**src/logic/mat_defs.svh**
```systemverilog
// Purpose: shared constants of the memory attribute transfer bridge
// Assumes: included by the package and by the bridge module
// Notes: definitions only, guarded against double inclusion
`ifndef MAT_DEFS_SVH
`define MAT_DEFS_SVH
// transfer type codes
`define MAT_TRANS_IDLE   2'h0
`define MAT_TRANS_BUSY   2'h1
`define MAT_TRANS_NSEQ   2'h2
`define MAT_TRANS_SEQ    2'h3
// burst code used on every forwarded transfer
`define MAT_BURST_SINGLE 3'h0
// protection bit positions
`define MAT_PROT_BUF     2
`define MAT_PROT_MOD     3
`define MAT_PROT_LKP     4
`define MAT_PROT_ALC     5
`define MAT_PROT_SHR     6
// memory type encodings on prot[6:2], prot[5:2] (normal non-cacheable) or prot[4:2] (write-through, write-back)
`define MAT_ENC_DEV_NE   5'h00
`define MAT_ENC_DEV_E    5'h01
`define MAT_ENC_NC       4'h2
`define MAT_ENC_WT       3'h6
`define MAT_ENC_WB       3'h7
// reset values
`define MAT_RST_READY    1'h1
`define MAT_RST_RESP     1'h0
`endif

```
**src/logic/mat_pkg.sv**
```systemverilog
// Purpose: types and decode helpers of the memory attribute transfer bridge
// Assumes: mat_defs.svh on the include path
// Notes: memory type decode and legacy protection widening live here
package mat_pkg;
  `include "mat_defs.svh"
  typedef logic [1:0] mat_trans_t;   // transfer type
  typedef logic [2:0] mat_size_t;    // transfer size
  typedef logic [2:0] mat_burst_t;   // burst type
  typedef logic [6:0] mat_prot_t;    // protection attributes
  typedef enum logic [2:0] {
    S_IDLE  = 3'b000,
    S_DADDR = 3'b001,
    S_DDATA = 3'b010,
    S_POST  = 3'b011,
    S_ERR1  = 3'b100,
    S_ERR2  = 3'b101
  } mat_state_e;
  typedef enum logic [2:0] {
    MEM_DEV_NE  = 3'b000,
    MEM_DEV_E   = 3'b001,
    MEM_NC      = 3'b010,
    MEM_WT      = 3'b011,
    MEM_WB      = 3'b100,
    MEM_ILLEGAL = 3'b111
  } mat_mem_e;
  // memory type from prot[6:2]; unlisted combinations are illegal
  function automatic mat_mem_e mat_decode(input mat_prot_t p);
    if (p[6:2] == `MAT_ENC_DEV_NE) return MEM_DEV_NE;
    if (p[6:2] == `MAT_ENC_DEV_E) return MEM_DEV_E;
    if (p[5:2] == `MAT_ENC_NC) return MEM_NC;
    if (p[4:2] == `MAT_ENC_WT) return MEM_WT;
    if (p[4:2] == `MAT_ENC_WB) return MEM_WB;
    return MEM_ILLEGAL;
  endfunction
  // widen four protection bits: [3] feeds 6,4,3 and [2] stays
  function automatic mat_prot_t mat_legacy(input logic [3:0] p);
    return {p[3], 1'b0, p[3], p[3], p[2], p[1:0]};
  endfunction
endpackage

```
**src/logic/mat_bridge.sv**
```systemverilog
// Purpose: single-transfer bridge handling each transfer by its memory type
// Assumes: both bus sides on ref_clk, srst synchronous active high
// Notes: one transfer in flight, plus one posted non-shareable Normal write
//
// Functional notes
// RQ1: prot[6:2] selects memory type; others illegal
// RQ2: device reads always return downstream data
// RQ3: device transfers never split, combined or merged
// RQ4: device reads issued only on manager request
// RQ5: device transfers keep their original order
// RQ6: device transfer size passes unchanged
// RQ7: bursts may split, beat count kept
// RQ8: device prot only loses bufferable bit
// RQ9: device-nE write answered after destination answers
// RQ10: device-E early answer needs global visibility
// RQ11: normal memory may speculate or merge writes
// RQ12: normal memory may change burst and size
// RQ13: normal overlapping transfers stay ordered
// RQ14: shareable normal answered only once visible
// RQ15: non-cacheable writes drain promptly downstream
// RQ16: non-cacheable read data never kept
// RQ17: write-through looked up, writes drain promptly
// RQ18: write-back looked up, may hold writes
// RQ19: allocate hint follows prot[5]
// RQ20: legacy four bits widen to seven
// RQ21: upper prot bits may be dropped downstream
// RQ22: nonsec high means non-secure transfer
// RQ23: nonsec steady across a burst
// RQ24: nonsec forwarded with every issued transfer
`timescale 1ns/100ps
// shared offsets and codes; the guard keeps a second inclusion harmless
`include "mat_defs.svh"
module mat_bridge #(
  parameter int AW      = 32,    // address width
  parameter int DW      = 32,    // data width
  parameter bit LEGACY4 = 1'b0,  // upstream carries only prot[3:0]
  parameter bit DEV_NB  = 1'b0,  // clear bufferable on device transfers
  parameter bit POST_EN = 1'b1   // allow early answers on non-shareable normal writes
) (
  input  wire logic                ref_clk,
  input  wire logic                srst,
  input  wire logic                hsel,
  input  wire logic [AW-1:0]       haddr,
  input  wire mat_pkg::mat_trans_t htrans,
  input  wire logic                hwrite,
  input  wire mat_pkg::mat_size_t  hsize,
  input  wire mat_pkg::mat_prot_t  hprot,
  input  wire logic                hnonsec,
  input  wire logic [DW-1:0]       hwdata,
  input  wire logic                hready,
  output logic                     hreadyout,
  output logic                     hresp,
  output logic [DW-1:0]            hrdata,
  output logic [AW-1:0]            m_haddr,
  output mat_pkg::mat_trans_t      m_htrans,
  output logic                     m_hwrite,
  output mat_pkg::mat_size_t       m_hsize,
  output mat_pkg::mat_burst_t      m_hburst,
  output mat_pkg::mat_prot_t       m_hprot,
  output logic                     m_hnonsec,
  output logic [DW-1:0]            m_hwdata,
  input  wire logic                m_hready,
  input  wire logic [DW-1:0]       m_hrdata,
  input  wire logic                m_hresp,
  output logic                     cache_lookup,
  output logic                     cache_alloc,
  output logic                     post_err
);
  import mat_pkg::*;

  // refuse widths the byte-lane and 1KB decode logic cannot serve
  if (AW < 10 || DW < 8 || (DW % 8) != 0) begin : g_bad_width
    $error("mat_bridge: unsupported AW or DW");
  end

  // all state of the bridge
  typedef struct packed {
    mat_state_e      fsm;      // control state
    logic            rdy;      // upstream ready
    logic            resp;     // upstream error response
    logic [DW-1:0]   rdata;    // upstream read data
    logic            pend;     // transfer captured behind a posted write
    logic [AW-1:0]   c_addr;   // captured address
    logic            c_write;  // captured direction
    mat_size_t       c_size;   // captured size
    mat_prot_t       c_prot;   // captured, widened protection
    logic            c_nonsec; // captured security
    mat_mem_e        c_mem;    // captured memory type
    logic [AW-1:0]   m_addr;   // downstream address
    mat_trans_t      m_trans;  // downstream transfer type
    logic            m_write;  // downstream direction
    mat_size_t       m_size;   // downstream size
    mat_prot_t       m_prot;   // downstream protection
    logic            m_nonsec; // downstream security
    logic [DW-1:0]   m_wdata;  // downstream write data
    logic            lookup;   // cache lookup required
    logic            alloc;    // allocate hint
    logic            perr;     // posted write came back with error
  } mat_regs_s;

  mat_regs_s  state_r;   // registered state
  mat_regs_s  state_nxt; // next state
  mat_prot_t  in_prot;   // upstream prot, widened when legacy
  mat_mem_e   in_mem;    // upstream memory type
  logic       take;      // upstream address phase accepted
  logic       can_take;  // state accepts a new address
  logic       iss;       // start a downstream address phase
  logic       iss_in;    // issue straight from upstream inputs
  logic       post_ok;   // current write may be answered early
  mat_mem_e   s_mem;     // issue source memory type
  mat_prot_t  s_prot;    // issue source protection

  // legacy components only have four prot bits
  assign in_prot  = LEGACY4 ? mat_legacy(hprot[3:0]) : hprot; // [RQ20]
  assign in_mem   = mat_decode(in_prot); // [RQ1]
  // nonsec is sampled with the address phase only, steady in a burst
  assign take     = hsel & hready & htrans[1]; // [RQ23]
  assign can_take = (state_r.fsm == S_IDLE) || (state_r.fsm == S_ERR2) ||
                    (state_r.fsm == S_POST && !state_r.pend);
  // early answer only where nobody else can observe the difference
  assign post_ok  = POST_EN && state_r.c_write && !state_r.c_prot[`MAT_PROT_SHR] &&
                    (state_r.c_mem == MEM_NC || state_r.c_mem == MEM_WT ||
                     state_r.c_mem == MEM_WB); // [RQ10] [RQ14] [RQ11]
  // issue source is picked inside the next-state process, no loop through iss_in

  // next-state logic
  always_comb begin
    state_nxt      = state_r;
    state_nxt.perr = 1'b0;
    iss            = 1'b0;
    iss_in         = 1'b0;
    s_mem          = state_r.c_mem;
    s_prot         = state_r.c_prot;
    case (state_r.fsm)
      // idle or second error cycle: ready, accept an address
      S_IDLE, S_ERR2: begin
        state_nxt.rdy  = 1'b1;
        state_nxt.resp = 1'b0;
        state_nxt.fsm  = S_IDLE;
        if (take) begin
          state_nxt.rdy = 1'b0;
          if (in_mem == MEM_ILLEGAL) begin
            state_nxt.resp = 1'b1; // [RQ1]
            state_nxt.fsm  = S_ERR1;
          end else begin
            iss    = 1'b1; // [RQ4]
            iss_in = 1'b1;
          end
        end
      end
      // downstream address phase, held until accepted
      S_DADDR: begin
        if (m_hready) begin
          state_nxt.m_trans = `MAT_TRANS_IDLE;
          state_nxt.m_wdata = hwdata;
          if (post_ok) begin
            state_nxt.rdy = 1'b1; // [RQ18]
            state_nxt.fsm = S_POST;
          end else begin
            state_nxt.fsm = S_DDATA;
          end
        end
      end
      // downstream data phase, upstream stalled until destination answers
      S_DDATA: begin
        if (m_hready) begin
          if (m_hresp) begin
            state_nxt.resp = 1'b1;
            state_nxt.fsm  = S_ERR1;
          end else begin
            state_nxt.rdy = 1'b1; // [RQ9]
            state_nxt.fsm = S_IDLE;
          end
          // read data comes from the destination only, never replayed
          if (!state_r.c_write) begin
            state_nxt.rdata = m_hrdata; // [RQ2] [RQ16]
          end
        end
      end
      // posted write draining at once; later transfer waits behind it
      S_POST: begin
        if (m_hready) begin
          state_nxt.perr = m_hresp; // [RQ15] [RQ17]
          state_nxt.pend = 1'b0;
          state_nxt.fsm  = S_IDLE;
          if (take) begin
            state_nxt.rdy = 1'b0;
            if (in_mem == MEM_ILLEGAL) begin
              state_nxt.resp = 1'b1;
              state_nxt.fsm  = S_ERR1;
            end else begin
              iss    = 1'b1;
              iss_in = 1'b1;
            end
          end else if (state_r.pend) begin
            // an illegal transfer held behind the post is refused only now
            if (state_r.c_mem == MEM_ILLEGAL) begin
              state_nxt.resp = 1'b1;
              state_nxt.fsm  = S_ERR1;
            end else begin
              iss = 1'b1; // [RQ5] [RQ13]
            end
          end
        end else if (take) begin
          // keep order: hold the new transfer until the write is out
          state_nxt.pend = 1'b1; // [RQ5] [RQ13]
          state_nxt.rdy  = 1'b0;
        end
      end
      // first error cycle: second one follows with ready high
      S_ERR1: begin
        state_nxt.resp = 1'b1;
        state_nxt.rdy  = 1'b1;
        state_nxt.fsm  = S_ERR2;
      end
      default: begin
        state_nxt.fsm = S_IDLE;
      end
    endcase
    // capture every accepted address phase
    if (take && can_take) begin
      state_nxt.c_addr   = haddr;
      state_nxt.c_write  = hwrite;
      state_nxt.c_size   = hsize;
      state_nxt.c_prot   = in_prot;
      state_nxt.c_nonsec = hnonsec;
      state_nxt.c_mem    = in_mem;
    end
    // one beat per upstream beat, as a single: no split, no merge
    if (iss) begin
      s_mem              = iss_in ? in_mem : state_r.c_mem;
      s_prot             = iss_in ? in_prot : state_r.c_prot;
      state_nxt.fsm      = S_DADDR;
      state_nxt.m_trans  = `MAT_TRANS_NSEQ; // [RQ3] [RQ7]
      state_nxt.m_addr   = iss_in ? haddr : state_r.c_addr;
      state_nxt.m_write  = iss_in ? hwrite : state_r.c_write;
      state_nxt.m_size   = iss_in ? hsize : state_r.c_size; // [RQ6]
      state_nxt.m_nonsec = iss_in ? hnonsec : state_r.c_nonsec; // [RQ24] [RQ22]
      state_nxt.m_prot   = s_prot; // [RQ8]
      if (DEV_NB && (s_mem == MEM_DEV_NE || s_mem == MEM_DEV_E)) begin
        state_nxt.m_prot[`MAT_PROT_BUF] = 1'b0; // [RQ8]
      end
      state_nxt.lookup = (s_mem == MEM_WT) || (s_mem == MEM_WB); // [RQ17] [RQ18]
      state_nxt.alloc  = ((s_mem == MEM_WT) || (s_mem == MEM_WB)) &&
                         s_prot[`MAT_PROT_ALC]; // [RQ19]
    end
  end

  // state register
  // only ready leaves reset high, so the bus may start at once
  always_ff @(posedge ref_clk) begin
    if (srst) begin
      state_r      <= '0;
      state_r.rdy  <= `MAT_RST_READY;
      state_r.resp <= `MAT_RST_RESP;
    end else begin
      state_r <= state_nxt;
    end
  end

  // outputs straight from the state register, except the tied-off burst code
  assign hreadyout    = state_r.rdy;
  assign hresp        = state_r.resp;
  assign hrdata       = state_r.rdata;
  assign m_haddr      = state_r.m_addr;
  assign m_htrans     = state_r.m_trans;
  assign m_hwrite     = state_r.m_write;
  assign m_hsize      = state_r.m_size;
  // tie-off: every forwarded beat is a single, so the code never moves
  assign m_hburst     = `MAT_BURST_SINGLE; // [RQ12] [RQ7]
  assign m_hprot      = state_r.m_prot; // a four-bit sink takes [3:0] [RQ21]
  assign m_hnonsec    = state_r.m_nonsec;
  assign m_hwdata     = state_r.m_wdata;
  assign cache_lookup = state_r.lookup;
  assign cache_alloc  = state_r.alloc;
  assign post_err     = state_r.perr;

  // checking helpers: legal takes not yet issued downstream
  // a downstream beat with nothing outstanding was never requested
  logic [1:0] outst_r;  // outstanding count
  logic       m_acc;    // downstream address accepted
  logic       take_ok;  // legal transfer accepted
  assign m_acc   = (state_r.m_trans == `MAT_TRANS_NSEQ) && m_hready;
  assign take_ok = take && can_take && (in_mem != MEM_ILLEGAL);
  always_ff @(posedge ref_clk) begin
    if (srst) begin
      outst_r <= 2'h0;
    end else if (take_ok && !m_acc) begin
      outst_r <= outst_r + 2'h1;
    end else if (!take_ok && m_acc) begin
      outst_r <= outst_r - 2'h1;
    end
  end
endmodule // mat_bridge

```
**config.mk**
```make
export PLATFORM = sky130hd
export DESIGN_NAME = mat_bridge
export DESIGN_NICKNAME = d
export VERILOG_FILES = /design/src/logic/mat_pkg.sv /design/src/logic/mat_bridge.sv
export VERILOG_INCLUDE_DIRS = /design/src /design/src/logic
export SDC_FILE = /design/constraint.sdc
export NUM_CORES = 1
export LEC_CHECK = 0
export BUFFER_PORTS_ARGS = -buffer_cell sky130_fd_sc_hd__buf_4
export CORE_MARGIN = 5
export CORE_UTILIZATION = 52
export DETAILED_ROUTE_END_ITERATION = 7
export PLACE_DENSITY = 0.9
export RECOVER_POWER = 50
export SYNTH_ARGS = -nofsm -noshare
export SYNTH_HDL_FRONTEND = slang
export SYNTH_SLANG_ARGS = --single-unit
```
**constraint.sdc**
```tcl
create_clock -name ref_clk -period 2.3 [get_ports ref_clk]
set_input_delay 0.345 -clock ref_clk [delete_from_list [all_inputs] [get_ports ref_clk]]
set_output_delay 0.345 -clock ref_clk [all_outputs]
set_load 0.03 [all_outputs]
```
# ---- Word-level counts from Yosys, hierarchy flattened
# Cells that the tools add are included.
dict set report word_totals {
  ff_bits 165
  inputBits 116
  wordCells 156
}
dict set report classes {
  eq_ne 29
  muxes 70
  n_bitwise 5
  reduce_logical 30
}
# operator n
set op_table {}
lappend op_table {{32-bit 2-to-1 mux} 2}
lappend op_table {{3-bit 2-to-1 mux} 18}
lappend op_table {{1-bit 2-to-1 mux} 38}
lappend op_table {{37-bit 2-to-1 mux} 1}
lappend op_table {{3-bit == test (second input constant)} 8}
lappend op_table {{3-bit by 2-bit == test with 1-bit output (second input constant)} 5}
lappend op_table {{3-bit one-hot mux with 5 select lines} 1}
lappend op_table {{14-bit 2-to-1 mux} 1}
lappend op_table {{2-bit != test (second input constant)} 7}
lappend op_table {{3-bit != test (second input constant)} 4}
lappend op_table {{3-bit AND reduction} 3}
lappend op_table {{7-bit 2-to-1 mux} 1}
lappend op_table {{7-bit AND reduction} 1}
lappend op_table {{3-bit by 2-bit != test with 1-bit output (second input constant)} 2}
lappend op_table {{2-bit AND reduction} 3}
lappend op_table {{6-bit AND reduction} 1}
lappend op_table {{2-bit nonzero test} 3}
lappend op_table {{5-bit by 1-bit == test with 1-bit output (second input constant)} 1}
lappend op_table {{1-bit logical AND} 5}
lappend op_table {{5-bit zero test} 1}
lappend op_table {{1-bit logical OR} 5}
lappend op_table {{5-bit 2-to-1 mux} 1}
lappend op_table {{1-bit one-hot mux with 5 select lines} 1}
lappend op_table {{5-bit nonzero test} 1}
lappend op_table {{13 further kinds} 20}

# ---- Longest topological paths before layout
# Gate-level depths: netlist of run 1.
dict set report logic_depth {
  ltp_word 26
  depth_mapped 8
  mapped_depth_nobuf 4
}

# ---- Worst setup path after synthesis of run 1
# Ideal clock, no wire load.
dict set report synth_timing {
  path_type {register to register}
  startpoint {register state_r[163] (netlist bit)}
  endpoint {register state_r, in the netlist m_haddr[4]}
  setup_ps 133
  arrival_time_ps 1608
  required_ps 2167
  setup_slack_ps 559
  stages_incl_launch_ff 9
  path_buffers 4
  synth_period_minus_slack_ps 1741
  path_cell_list {dfxtp_1 buf_2 and4b_1 buf_2 a211oi_4 or2_1 buf_4 buf_6 a311oi_1}
}
dict set report synth_between {
  elab_chain_cells 4
  elab_cells_between_ends 7
  classes_between {eq/ne (2); mux (3); reduce/logical (2)}
}
# item line
set synth_rtl {}
lappend synth_rtl {{from (decl)} mat_bridge.sv:101} ;# mat_regs_s state_r;
lappend synth_rtl {{from (signal assigned)} mat_bridge.sv:257} ;# state_r <= state_nxt;
lappend synth_rtl {{3-bit == test or 3-bit zero test (tied branches)} mat_bridge.sv:134} ;# case (state_r.fsm)
lappend synth_rtl {{2-bit OR reduction} mat_bridge.sv:134}
lappend synth_rtl {{1-bit one-hot mux with 2 select lines} mat_bridge.sv:134}
lappend synth_rtl {{32-bit 2-to-1 mux} mat_bridge.sv:235} ;# state_nxt.m_addr = iss_in ? haddr : state_r.c_addr;
# Parallel ways exist; a longest one is shown, timed or not.
# A chain may end at the register's enable or synchronous reset.

# ---- Worst setup path in the final report of run 1
dict set report layout_timing {
  startpoint {register state_r[163] (netlist bit)}
  endpoint {register state_r, in the netlist m_haddr[24]}
}
# The elaborated chain is that of the path after synthesis.

==> results of run 1 <==
==> cell type report <==
class	instances	area share, %
multi-input combinational	591	35.8
tap	184	2.63
clock buffer	22	5.31
clock inverter	10	1.10
inverter	6	0.257
sequential	165	37.8
timing repair buffer	251	17.2
==> through the flow <==
step,setup slack (ns),area (µm²),instances
after floorplan,0.559,7570,941
after global placement,0.418,8620,1197
after detailed placement,0.356,8620,1197
after CTS,0.360,9190,1229
after global routing,0.210,8750,1229
final,0.363,8750,1229
==> where the power goes <==
part	internal (mW)	switching [mW]
combinational	0.280	0.440
clock	1.55	1.15
sequential	2.95	0.0517
==> critical path: stages, from the launching register on <==
cell and delay, ns:
sky130_fd_sc_hd__dfxtp_1 0.48, sky130_fd_sc_hd__and4b_1 0.41, sky130_fd_sc_hd__a211oi_4 0.08, sky130_fd_sc_hd__or2_2 0.31, sky130_fd_sc_hd__buf_4 0.27, sky130_fd_sc_hd__a311oi_1 0.28
==> synth_stat cells, types with 2 or more instances <==
| master | count | area, µm² |
|---|---|---|
| sky130_fd_sc_hd__buf_2 | 17 | 85.1 |
| sky130_fd_sc_hd__a21oi_1 | 73 | 365 |
| sky130_fd_sc_hd__nor2b_1 | 6 | 37.5 |
| sky130_fd_sc_hd__nand3_1 | 6 | 30.0 |
| sky130_fd_sc_hd__nor3_1 | 48 | 240 |
| sky130_fd_sc_hd__o21ai_0 | 6 | 30.0 |
| sky130_fd_sc_hd__dfxtp_1 | 165 | 3300 |
| sky130_fd_sc_hd__mux2i_1 | 47 | 470 |
| sky130_fd_sc_hd__a311oi_1 | 45 | 394 |
| sky130_fd_sc_hd__a211o_1 | 2 | 17.5 |
| sky130_fd_sc_hd__inv_1 | 5 | 18.8 |
| sky130_fd_sc_hd__a21o_1 | 3 | 22.5 |
| sky130_fd_sc_hd__nand2_1 | 311 | 1170 |
| sky130_fd_sc_hd__nor2_1 | 4 | 15.0 |
| sky130_fd_sc_hd__buf_4 | 113 | 848 |
| sky130_fd_sc_hd__buf_6 | 2 | 22.5 |
| sky130_fd_sc_hd__clkbuf_1 | 46 | 173 |
| sky130_fd_sc_hd__or3b_2 | 2 | 17.5 |
| sky130_fd_sc_hd__and3_1 | 3 | 18.8 |
| sky130_fd_sc_hd__o311ai_0 | 3 | 26.3 |
| sky130_fd_sc_hd__a31oi_1 | 2 | 12.5 |
| sky130_fd_sc_hd__and4_1 | 2 | 17.5 |
==> routing by layer <==
metal,part of all wire (%),global-route usage (%),vias to the layer above,wire length (µm)
met5,0,0,-,0
met4,1.4,6.96,0,262
met3,9.2,6.38,23,1760
met2,49,37.0,238,9280
met1,41,26.4,3097,7820
li1,-,-,3237,-
==> flip-flops by register name, summed over array words and instances (netlist names) <==
register and flops:
m_hsize 3, m_htrans 1, hresp 1, m_hwrite 1, m_hprot 7, m_haddr 32, hrdata 32, cache_alloc 1
cache_lookup 1, state_r 51, m_hnonsec 1, post_err 1, m_hwdata 32, hreadyout 1
==> cell families after synthesis <==
kind of cell | Yosys count | share of synthesized area (%)
flops | 165 | 43.7
compound gates | 143 | 12.6
simple gates | 395 | 21.8
other cells | 1 | 0.0496
xor+xnor | 1 | 0.116
mux | 48 | 6.37
buf+inv | 185 | 15.3
==> worst paths after layout <==
check | end | slack, ns | depth (start not counted) | from
max reg2reg | m_haddr[24] | 0.36 | 5 | state_r[163]
min | m_hwdata[8] | 0.17 | 3 | hwdata[8]
max | m_haddr[24] | 0.36 | 5 | state_r[163]
min reg2reg | hrdata[27] | 0.45 | 2 | hrdata[27]
==> reports/results.env, run 1 <==
FINAL.PERIOD_UTILIZATION_PCT=84.2
SYNTH.YOSYS.SEQ_AREA_SHARE_PCT=43.7
DR.FIRST_ITER.DRC_COUNT=313
DETAIL_ROUTE.DRC_VIOLATIONS=0
FINISHED_CORE_UTIL_PCT=60.9
CTS_BUFFER_DEPTH=2
CORE.ROWCOUNT=44
FINAL_MAX_SLEW_VIOL_COUNT=0
PLACE_HPWL_MM=13.0
WORST_HOLD_SLACK_NS=0.171
CAP_VIOLATIONS=0
INITIAL_CORE_UTIL_PCT=52.6
DETAIL_ROUTE.WL_PER_CELL_UM=15.6
SYN_INST=938
DIE_AREA_UM2=17000
AREAGROWTHSYNTHTOFINISH_PCT=15.8
CRITICAL_PATH.ENDPOINT_TYPE='register'
FIN_SETUP_TNS_NS=0
FINAL-SEQ-AREA_UM2=3300
CRITICAL_PATH_PEAK_FANOUT=34
BUFFER_PORTS.INSERTED=228
CTS_ROOT_BUF='sky130_fd_sc_hd__clkbuf_16'
FP.DIEH_UM=131
CRITPATHARRIVALTIME_NS=2.26
P_TOTAL_mW=6.42
TIMING.MAX_SLEW.REL_SLACK_PCT=56.1
CLKTRANSATPATHREGS_NS=0.06
FRACTION_OF_FINAL_LAYOUT_CELLS_SIZED_BEYOND_DRIVE_STRENGTH_1_PCT=17.1
POSTSYNTHAREAPERCELL_UM2=8.06
CLOCK_INSERTION_DELAY_WORST_SKEW_NS=0.42
LAYOUT.CELLS.MOST_COMMON_LIST='sky130_fd_sc_hd__nand2_1, sky130_fd_sc_hd__dfxtp_1, sky130_fd_sc_hd__buf_4'
DRT.ANTENNA.VIOLATING_NETS=0
NUMBER_OF_GLOBAL_ROUTE_VIAS_BEFORE_REPAIR=6149
SYNTH.CELL_AREA_UM2=7560
FINALCRITICALPERIOD_NS=1.94
FIN_SKEW_NS=0.00904
POSTSYNTHREGISTERBITS=165
GRT_PASS1_WL_MM=29.8
DIEWIDTH_UM=131
POSTCTSSETUPBUFFERS=0
FIRSTDRTPASSITERS=5
DETAIL_ROUTE.WIRELENGTH_MM=19.1
FINAL_NETS=1148
ROUTED_VIA_DENSITY=5.37
TRACK_USAGE_PCT=21.7
SETUP-VIOLATIONS-FINAL=0
HOLD_PATH_CLASS='in -> reg'
SYNTH_FLOP_CELL='sky130_fd_sc_hd__dfxtp_1'
WORST_IR_DROP_VDD_mV=0.504
HOLD_VIOLATIONS=0
CRITPATHLAUNCHTYPE='register'
ROUTABILITYCONGESTION=0.849
SYNTH_WARN=0
INSERTEDDIODECOUNT=0
MOSTFREQUENTLAYOUTCELL='sky130_fd_sc_hd__nand2_1'
CLKSINKCOUNT=165
SYNTH_CELL_TYPE_COUNT=49
OVERFLOW=0
IOS=234
POST_CTS.RESIZED_INSTANCES=0
OUTCOME='finished clean'
POWER.STATIC_LEAKAGE_nW=3.18
RSZ_0062_RAISED_AFTER_GLOBAL_ROUTING='false'
TIMING_WORST_SETUP_PATH_TYPE='reg -> reg'
MAXIMUM_NUMBER_OF_PINS_ON_ONE_NET_BEFORE_GLOBAL_ROUTE_REPAIR=98
TIMING.CRITICAL_PATH.REQUIRED_NS=2.63
TRITONCTS='done'
NFILLCELLS=1353
ANTENNA_VIOLATIONS_BEFORE_REPAIR=0
CTS.HOLD.BUFFERS_ADDED=0
WORST-SLEW-PIN-TRANSITION_NS=0.659
FMAX_GHz=0.516
DR_TOTAL_VIAS=6595
AREA_TAKEN_BY_MULTI_INPUT_LOGIC_GATES_UM2=3130
PROPORTION_OF_SYNTHESIZED_FLIP_FLOPS_HAVING_ASYNCHRONOUS_SET_OR_RESET_PCT=0
FP.COREAREA_UM2=14400
H-TREE-DEPTH=4
POWER_PER_CELL_AREA_nW_PER_UM2=734
SYNTH_EDF_COUNT=0
CTS-BUFFERS-INSERTED=17
Note: power is estimated with default switching activity, not from simulation.
==> run 2, diff against run 1 <==
- clock period: 2.3 -> 1.94 ns (I/O delays scaled with it)
==> run 2 against run 1 <==
Utilization rose by 4.4 points. Clock power rose by 26%. Non-clock buffer count rose by 5. Largest cell class unchanged. Final area rose by 7.2%. Combinational power rose by 33%. Total power rose by 23%. Sequential power rose by 19%. Via count fell by 0.91%. Wire length rose by 3.1%. First-iteration DRC count rose by 26%. Clock skew rose by 0.0017 ns.
==> reports/results.env, run 2 (synthesis results as in run 1) <==
HOLD_DEPTH=3
LAYOUT.CELLS.MOST_COMMON_LIST='sky130_fd_sc_hd__nand2_1, sky130_fd_sc_hd__buf_4, sky130_fd_sc_hd__dfxtp_1'
FP.DIEH_UM=131
COMBINATIONALPOWERSHARE_PCT=12.0
WORST-SLEW-PIN-TRANSITION_NS=0.591
GRT_PASS1_WL_MM=30.2
FINAL.PERIOD_UTILIZATION_PCT=94.8
ROUTED_VIA_DENSITY=5.30
IOS=234
NFILLCELLS=1183
WORSTHOLDSTART='m_hrdata[5]'
FINALCRITICALPERIOD_NS=1.84
INITIAL_CORE_UTIL_PCT=52.6
LARGEST_REGISTER_FF_COUNT=51
FIRSTDRTPASSITERS=5
HOLD_PATH_END='hrdata[5]'
TRITONCTS='done'
CRITICAL_PATH_PEAK_FANOUT=34
FIN_SETUP_TNS_NS=0
DETAIL_ROUTE.WIRELENGTH_MM=19.7
WORST_HOLD_SLACK_NS=0.123
FINAL_MAX_SLEW_VIOL_COUNT=0
OUTCOME='finished clean'
WORST_STAGE_DELAY_ON_THE_CRITICAL_PATH_NS=0.44
REG2REG_FROM='state_r[163]'
FMAX_GHz=0.544
DR_TOTAL_VIAS=6535
INTERNAL-POWER_mW=5.99
FINISHED_CORE_UTIL_PCT=65.3
TIMING.MAX_SLEW.REL_SLACK_PCT=60.6
ANTENNA_VIOLATIONS_BEFORE_REPAIR=0
REG2REG_END='m_hprot[6]'
CTS-BUFFERS-INSERTED=17
TIMING.CRITICAL_PATH.REQUIRED_NS=2.25
WORST-R2R-SETUP-SLACK_NS=0.10
OVERFLOW=0
CRITICAL_PATH.ENDPOINT_TYPE='register'
ROUTABILITYCONGESTION=0.867
CRIT_PATH_TOP_DELAY_CELL='sky130_fd_sc_hd__dfxtp_1'
DETAIL_ROUTE.WL_PER_CELL_UM=16.0
DIE_AREA_UM2=17000
DIEWIDTH_UM=131
CRITPATHLAUNCHTYPE='register'
POWER_PER_CELL_AREA_nW_PER_UM2=844
BUFFER_PORTS.INSERTED=228
R2R.WORST_PATH.CELLS=5
FINAL_NETS=1153
FINAL_CELLS=1232
POWER.STATIC_LEAKAGE_nW=3.76
CTS_ROOT_BUF='sky130_fd_sc_hd__clkbuf_16'
SETUP-VIOLATIONS-FINAL=0
DR.FIRST_ITER.DRC_COUNT=394
MAXIMUM_NUMBER_OF_PINS_ON_ONE_NET_BEFORE_GLOBAL_ROUTE_REPAIR=115
PLACE.DETAILED.INSTANCES=1201
POWER.CLOCK.FRACTION_PCT=43.0
AREAGROWTHSYNTHTOFINISH_PCT=24.1
INSERTEDDIODECOUNT=0
HOLD_PATH_CLASS='in -> reg'
PLACE_HPWL_MM=13.2
SWITCHING_SHARE_PCT=24.3
SWITCHINGPOWER_mW=1.92
HOLD_VIOLATIONS=0
CORE.ROWCOUNT=44
CLKTRANSATPATHREGS_NS=0.07
H-TREE-DEPTH=4
CAP_VIOLATIONS=0
FRACTION_OF_FINAL_LAYOUT_CELLS_SIZED_BEYOND_DRIVE_STRENGTH_1_PCT=28.6
MOSTFREQUENTLAYOUTCELL='sky130_fd_sc_hd__nand2_1'
FP.COREAREA_UM2=14400
FIN_SKEW_NS=0.0107
CLOCK_INSERTION_DELAY_WORST_SKEW_NS=0.42
CRIT_PATH_CELL_TRACE='and4b_2 -> a211oi_4 -> or2_2 -> buf_12 -> a311oi_1'
WORST_IR_DROP_VDD_mV=0.634
TIMING_WORST_SETUP_PATH_TYPE='reg -> reg'
REGISTER_CONTAINING_THE_MOST_FLIP_FLOPS_IN_THE_FINAL_LAYOUT='state_r'
RSZ_0062_RAISED_AFTER_GLOBAL_ROUTING='false'
NUMBER_OF_GLOBAL_ROUTE_VIAS_BEFORE_REPAIR=6182
CLKSINKCOUNT=165
CTS_BUFFER_DEPTH=2
TRACK_USAGE_PCT=22.1
SEQ_POWER_SHARE_PCT=44.9
DETAIL_ROUTE.DRC_VIOLATIONS=0
DRT.ANTENNA.VIOLATING_NETS=0
CRITPATHARRIVALTIME_NS=2.15
## run 2: cell count changes in the layout (fill, tap and decap cells not counted), moves of 2 or more
cell	previous run	this run
sky130_fd_sc_hd__inv_6	3	1
sky130_fd_sc_hd__clkbuf_1	117	3
sky130_fd_sc_hd__buf_4	132	242
sky130_fd_sc_hd__buf_6	0	2
sky130_fd_sc_hd__bufinv_16	1	3
sky130_fd_sc_hd__buf_12	4	11
sky130_fd_sc_hd__clkinvlp_4	4	1
## run 2: repair_timing
item	CTS	global route
resized for setup	0	8
endpoints found under the setup margin	0	65
buffers inserted	0	0
hold buffers	0	0
hold endpoints to repair	0	0
## run 2: layout make-up
class	count	area (µm²)	share of cell area, %
Sequential cell	165	3300	35.2
Clock buffer	22	464	4.95
Multi-Input combinational cell	591	3150	33.6
Timing Repair Buffer	256	2080	22.2
Clock inverter	8	125	1.33
Inverter	6	22.5	0.240
Tap cell	184	230	2.45
## run 2: critical path: cells and delay by family, from the launching register on
family	cells	cell delay [ns]
AO/OA/AOI/OAI	2	0.37
buffers and inverters	1	0.19
AND/OR/NAND/NOR	2	0.71
flip-flops	1	0.44
## run 2: how the worst max path moves through the flow
stage,from,endpoint,slack [ns],cells after the start
after detailed placement,state_r[165],m_haddr[6],0.07,5
final,state_r[163],m_hprot[6],0.10,5
after global placement,state_r[165],m_hprot[1],0.17,5
after floorplan,state_r[163],m_haddr[4],0.20,8
after global routing,state_r[163],m_haddr[4],0.004,5
after CTS,state_r[165],m_haddr[6],0.05,5
## run 2: through the flow
stage / instance area, µm² / setup slack (ns) / total power [mW]
after floorplan: 7570 / 0.199 / 4.19
after global placement: 8740 / 0.167 / 4.54
after detailed placement: 8740 / 0.0665 / 4.57
after CTS: 9330 / 0.0480 / 7.98
after global routing: 9380 / 0.00413 / 8.22
final: 9380 / 0.100 / 7.92
## run 2: power by group through the flow
stage | Clock (mW) | Sequential [mW] | Combinational, mW
2_1_floorplan | 0 | 3.62 | 0.571
3_3_place_gp | 0 | 3.62 | 0.919
3_5_place_dp | 0 | 3.63 | 0.938
4_1_cts | 3.49 | 3.55 | 0.941
5_1_grt | 3.62 | 3.57 | 1.03
6_report | 3.41 | 3.56 | 0.953
## run 2: metal layers
metal / part of all wire [%] / vias to the layer above / GRT usage (%)
li1: - / 3238 / -
met1: 40 / 3022 / 26.3
met2: 49 / 253 / 38.6
met4: 1.2 / 0 / 6.47
met3: 9.5 / 22 / 6.54
met5: 0 / - / 0
==> run 3, diff against run 2 <==
- CORE_UTILIZATION: 52 -> 47
- PLACE_DENSITY: 0.9 -> 0.86
- clock period: 1.94 -> 1.6 ns (I/O delays scaled with it)
==> run 3 against run 2 <==
The run now ends with setup timing left. First-iteration DRC count up 20%. Critical path depth up 1. Hold slack worse by 0.060 ns. Sequential power up 21%. Clock power up 23%. Worst setup slack worse by 0.26 ns. Final area up 9.5%. Clock-buffer cell count down 1. Non-clock buffer count up 48. Maximum frequency up 4.4%. Register-to-register slack worse by 0.26 ns. Via count up 7.9%.
==> reports/results.env, run 3 (synthesis results as in run 1) <==
OUTCOME='finished with violations'
VIOLATIONS='setup timing'
DETAIL_ROUTE.WL_PER_CELL_UM=17.5
GRT_PASS1_WL_MM=32.3
ROUTED_VIA_DENSITY=5.37
DR_TOTAL_VIAS=7052
FINALCRITICALPERIOD_NS=1.76
TIMING.CRITICAL_PATH.REQUIRED_NS=1.91
CRITPATHARRIVALTIME_NS=2.08
HOLD_PATH_END='hrdata[8]'
FINAL_CELLS=1314
FIRSTDRTPASSITERS=7
CLKTRANSATPATHREGS_NS=0.07
SETUP-VIOLATIONS-FINAL=90
DRT.ANTENNA.VIOLATING_NETS=0
REG2REG_END='cache_lookup'
HOLD_PATH_CLASS='in -> reg'
CRITPATHLAUNCHTYPE='register'
FINAL_MAX_SLEW_VIOL_COUNT=0
FMAX_GHz=0.568
CTS_ROOT_BUF='sky130_fd_sc_hd__clkbuf_16'
DR.FIRST_ITER.DRC_COUNT=471
CTS_BUFFER_DEPTH=2
LAYOUT_SETUP_WS_NS=-0.162
ROUTABILITYCONGESTION=0.854
DIE_AREA_UM2=18700
FIN_SETUP_TNS_NS=-6.15
REGISTER_CONTAINING_THE_MOST_FLIP_FLOPS_IN_THE_FINAL_LAYOUT='state_r'
CLOCK_INSERTION_DELAY_WORST_SKEW_NS=0.42
NUMBER_OF_GLOBAL_ROUTE_VIAS_BEFORE_REPAIR=6521
TRITONCTS='done'
CRITICAL_PATH.ENDPOINT_TYPE='register'
WORST-SLEW-PIN-TRANSITION_NS=0.533
FINAL_NETS=1201
FINAL.PERIOD_UTILIZATION_PCT=110
H-TREE-DEPTH=4
FRACTION_OF_FINAL_LAYOUT_CELLS_SIZED_BEYOND_DRIVE_STRENGTH_1_PCT=35.0
FIN_SKEW_NS=0.0138
WORST_HOLD_SLACK_NS=0.0625
LARGEST_REGISTER_FF_COUNT=51
WORST_IR_DROP_VDD_mV=0.673
FP.COREAREA_UM2=15800
PLACE_HPWL_MM=14.4
RSZ_0062_RAISED_AFTER_GLOBAL_ROUTING='true'
CTS.HOLD.BUFFERS_ADDED=0
P_TOTAL_mW=9.95
INSERTEDDIODECOUNT=0
ANTENNA_VIOLATIONS_BEFORE_REPAIR=0
AREAGROWTHSYNTHTOFINISH_PCT=35.9
CAP_VIOLATIONS=0
TIMING_WORST_SETUP_PATH_TYPE='reg -> reg'
DETAIL_ROUTE.WIRELENGTH_MM=23.0
MOSTFREQUENTLAYOUTCELL='sky130_fd_sc_hd__nand2_1'
WORST-R2R-SETUP-SLACK_NS=-0.16
IOS=234
OVERFLOW=0
POWER.STATIC_LEAKAGE_nW=4.13
TRACK_USAGE_PCT=21.5
FP.DIEH_UM=137
DIEWIDTH_UM=137
INITIAL_CORE_UTIL_PCT=47.7
POWER_PER_CELL_AREA_nW_PER_UM2=968
LAYOUT.CELLS.MOST_COMMON_LIST='sky130_fd_sc_hd__nand2_1, sky130_fd_sc_hd__buf_4, sky130_fd_sc_hd__dfxtp_1'
WORSTHOLDSTART='m_hrdata[8]'
PLACE.DETAILED.INSTANCES=1262
MAXIMUM_NUMBER_OF_PINS_ON_ONE_NET_BEFORE_GLOBAL_ROUTE_REPAIR=60
HOLD_VIOLATIONS=0
R2R.WORST_PATH.CELLS=6
TIMING.MAX_SLEW.REL_SLACK_PCT=64.5
DETAIL_ROUTE.DRC_VIOLATIONS=0
CLKSINKCOUNT=165
REG2REG_FROM='state_r[164]'
BUFFER_PORTS.INSERTED=228
HOLD_DEPTH=3
CTS-BUFFERS-INSERTED=17
CP-STARTPOINT='state_r[164]'
CORE.ROWCOUNT=46
CRITICAL_PATH_PEAK_FANOUT=8
==> run 3: changes by cell type in the layout (fill, tap and decap cells not counted), moves of 5 or more <==
| cell | before | now |
|---|---|---|
| sky130_fd_sc_hd__a311oi_1 | 45 | 22 |
| sky130_fd_sc_hd__a311oi_2 | 0 | 23 |
| sky130_fd_sc_hd__buf_4 | 242 | 263 |
| sky130_fd_sc_hd__buf_12 | 11 | 19 |
| sky130_fd_sc_hd__buf_6 | 2 | 10 |
| sky130_fd_sc_hd__clkbuf_16 | 18 | 23 |
==> run 3: cell type report <==
cell class | instances | area (µm²)
clock inverters | 11 | 148
clock buffers | 21 | 460
well taps | 216 | 270
multi-input cells | 591 | 3390
fillers | 1213 | 5560
repair buffers | 304 | 2680
inverters | 6 | 22.5
flip-flops and latches | 165 | 3310
==> run 3: timing repair <==
item                       CTS  global route
setup endpoints to repair   95           105
pin swaps                    4            18
buffers inserted             3             8
gates resized for setup     28            37
hold endpoints to repair     0             0
gates cloned                 2             9
==> run 3: critical path, cell delays in order (launching register included) <==
cell and delay, ns:
sky130_fd_sc_hd__dfxtp_2 0.36, sky130_fd_sc_hd__and2b_2 0.26, sky130_fd_sc_hd__a211oi_4 0.35, sky130_fd_sc_hd__buf_6 0.17
sky130_fd_sc_hd__buf_12 0.14, sky130_fd_sc_hd__o21ai_4 0.06, sky130_fd_sc_hd__o32ai_2 0.31
==> run 3: worst max-delay path by stage <==
stage                   endpoint  slack, ns  cells past startpoint
floorplan             m_haddr[4]      -0.02                      8
global placement      m_hsize[1]      -0.12                      5
detailed placement    m_hprot[5]      -0.18                      5
CTS                 state_r[120]      -0.09                      7
global route        cache_lookup      -0.20                      6
finish              cache_lookup      -0.16                      6
==> run 3: routing by layer <==
| layer | up-vias | track usage (%) | part of all wire [%] |
|---|---|---|---|
| met2 | 340 | 36.6 | 49 |
| met4 | 0 | 6.32 | 2.1 |
| li1 | 3336 | - | - |
| met1 | 3325 | 26.2 | 40 |
| met5 | - | 0 | 0 |
| met3 | 51 | 6.47 | 8.9 |
==> run 3: stage by stage <==
step | cell area (µm²) | worst slack [ns] | util [%]
3_5_place_dp | 9050 | -0.180 | 57.2
6_report | 10300 | -0.162 | 64.9
5_1_grt | 10300 | -0.200 | 64.9
2_1_floorplan | 7610 | -0.0222 | -
3_3_place_gp | 9050 | -0.119 | 57.2
4_1_cts | 9880 | -0.0941 | 62.4
==> run 3: power by group <==
group / internal, mW / switching (mW)
logic: 0.667 / 0.770
registers: 4.24 / 0.0755
clock network: 2.55 / 1.65
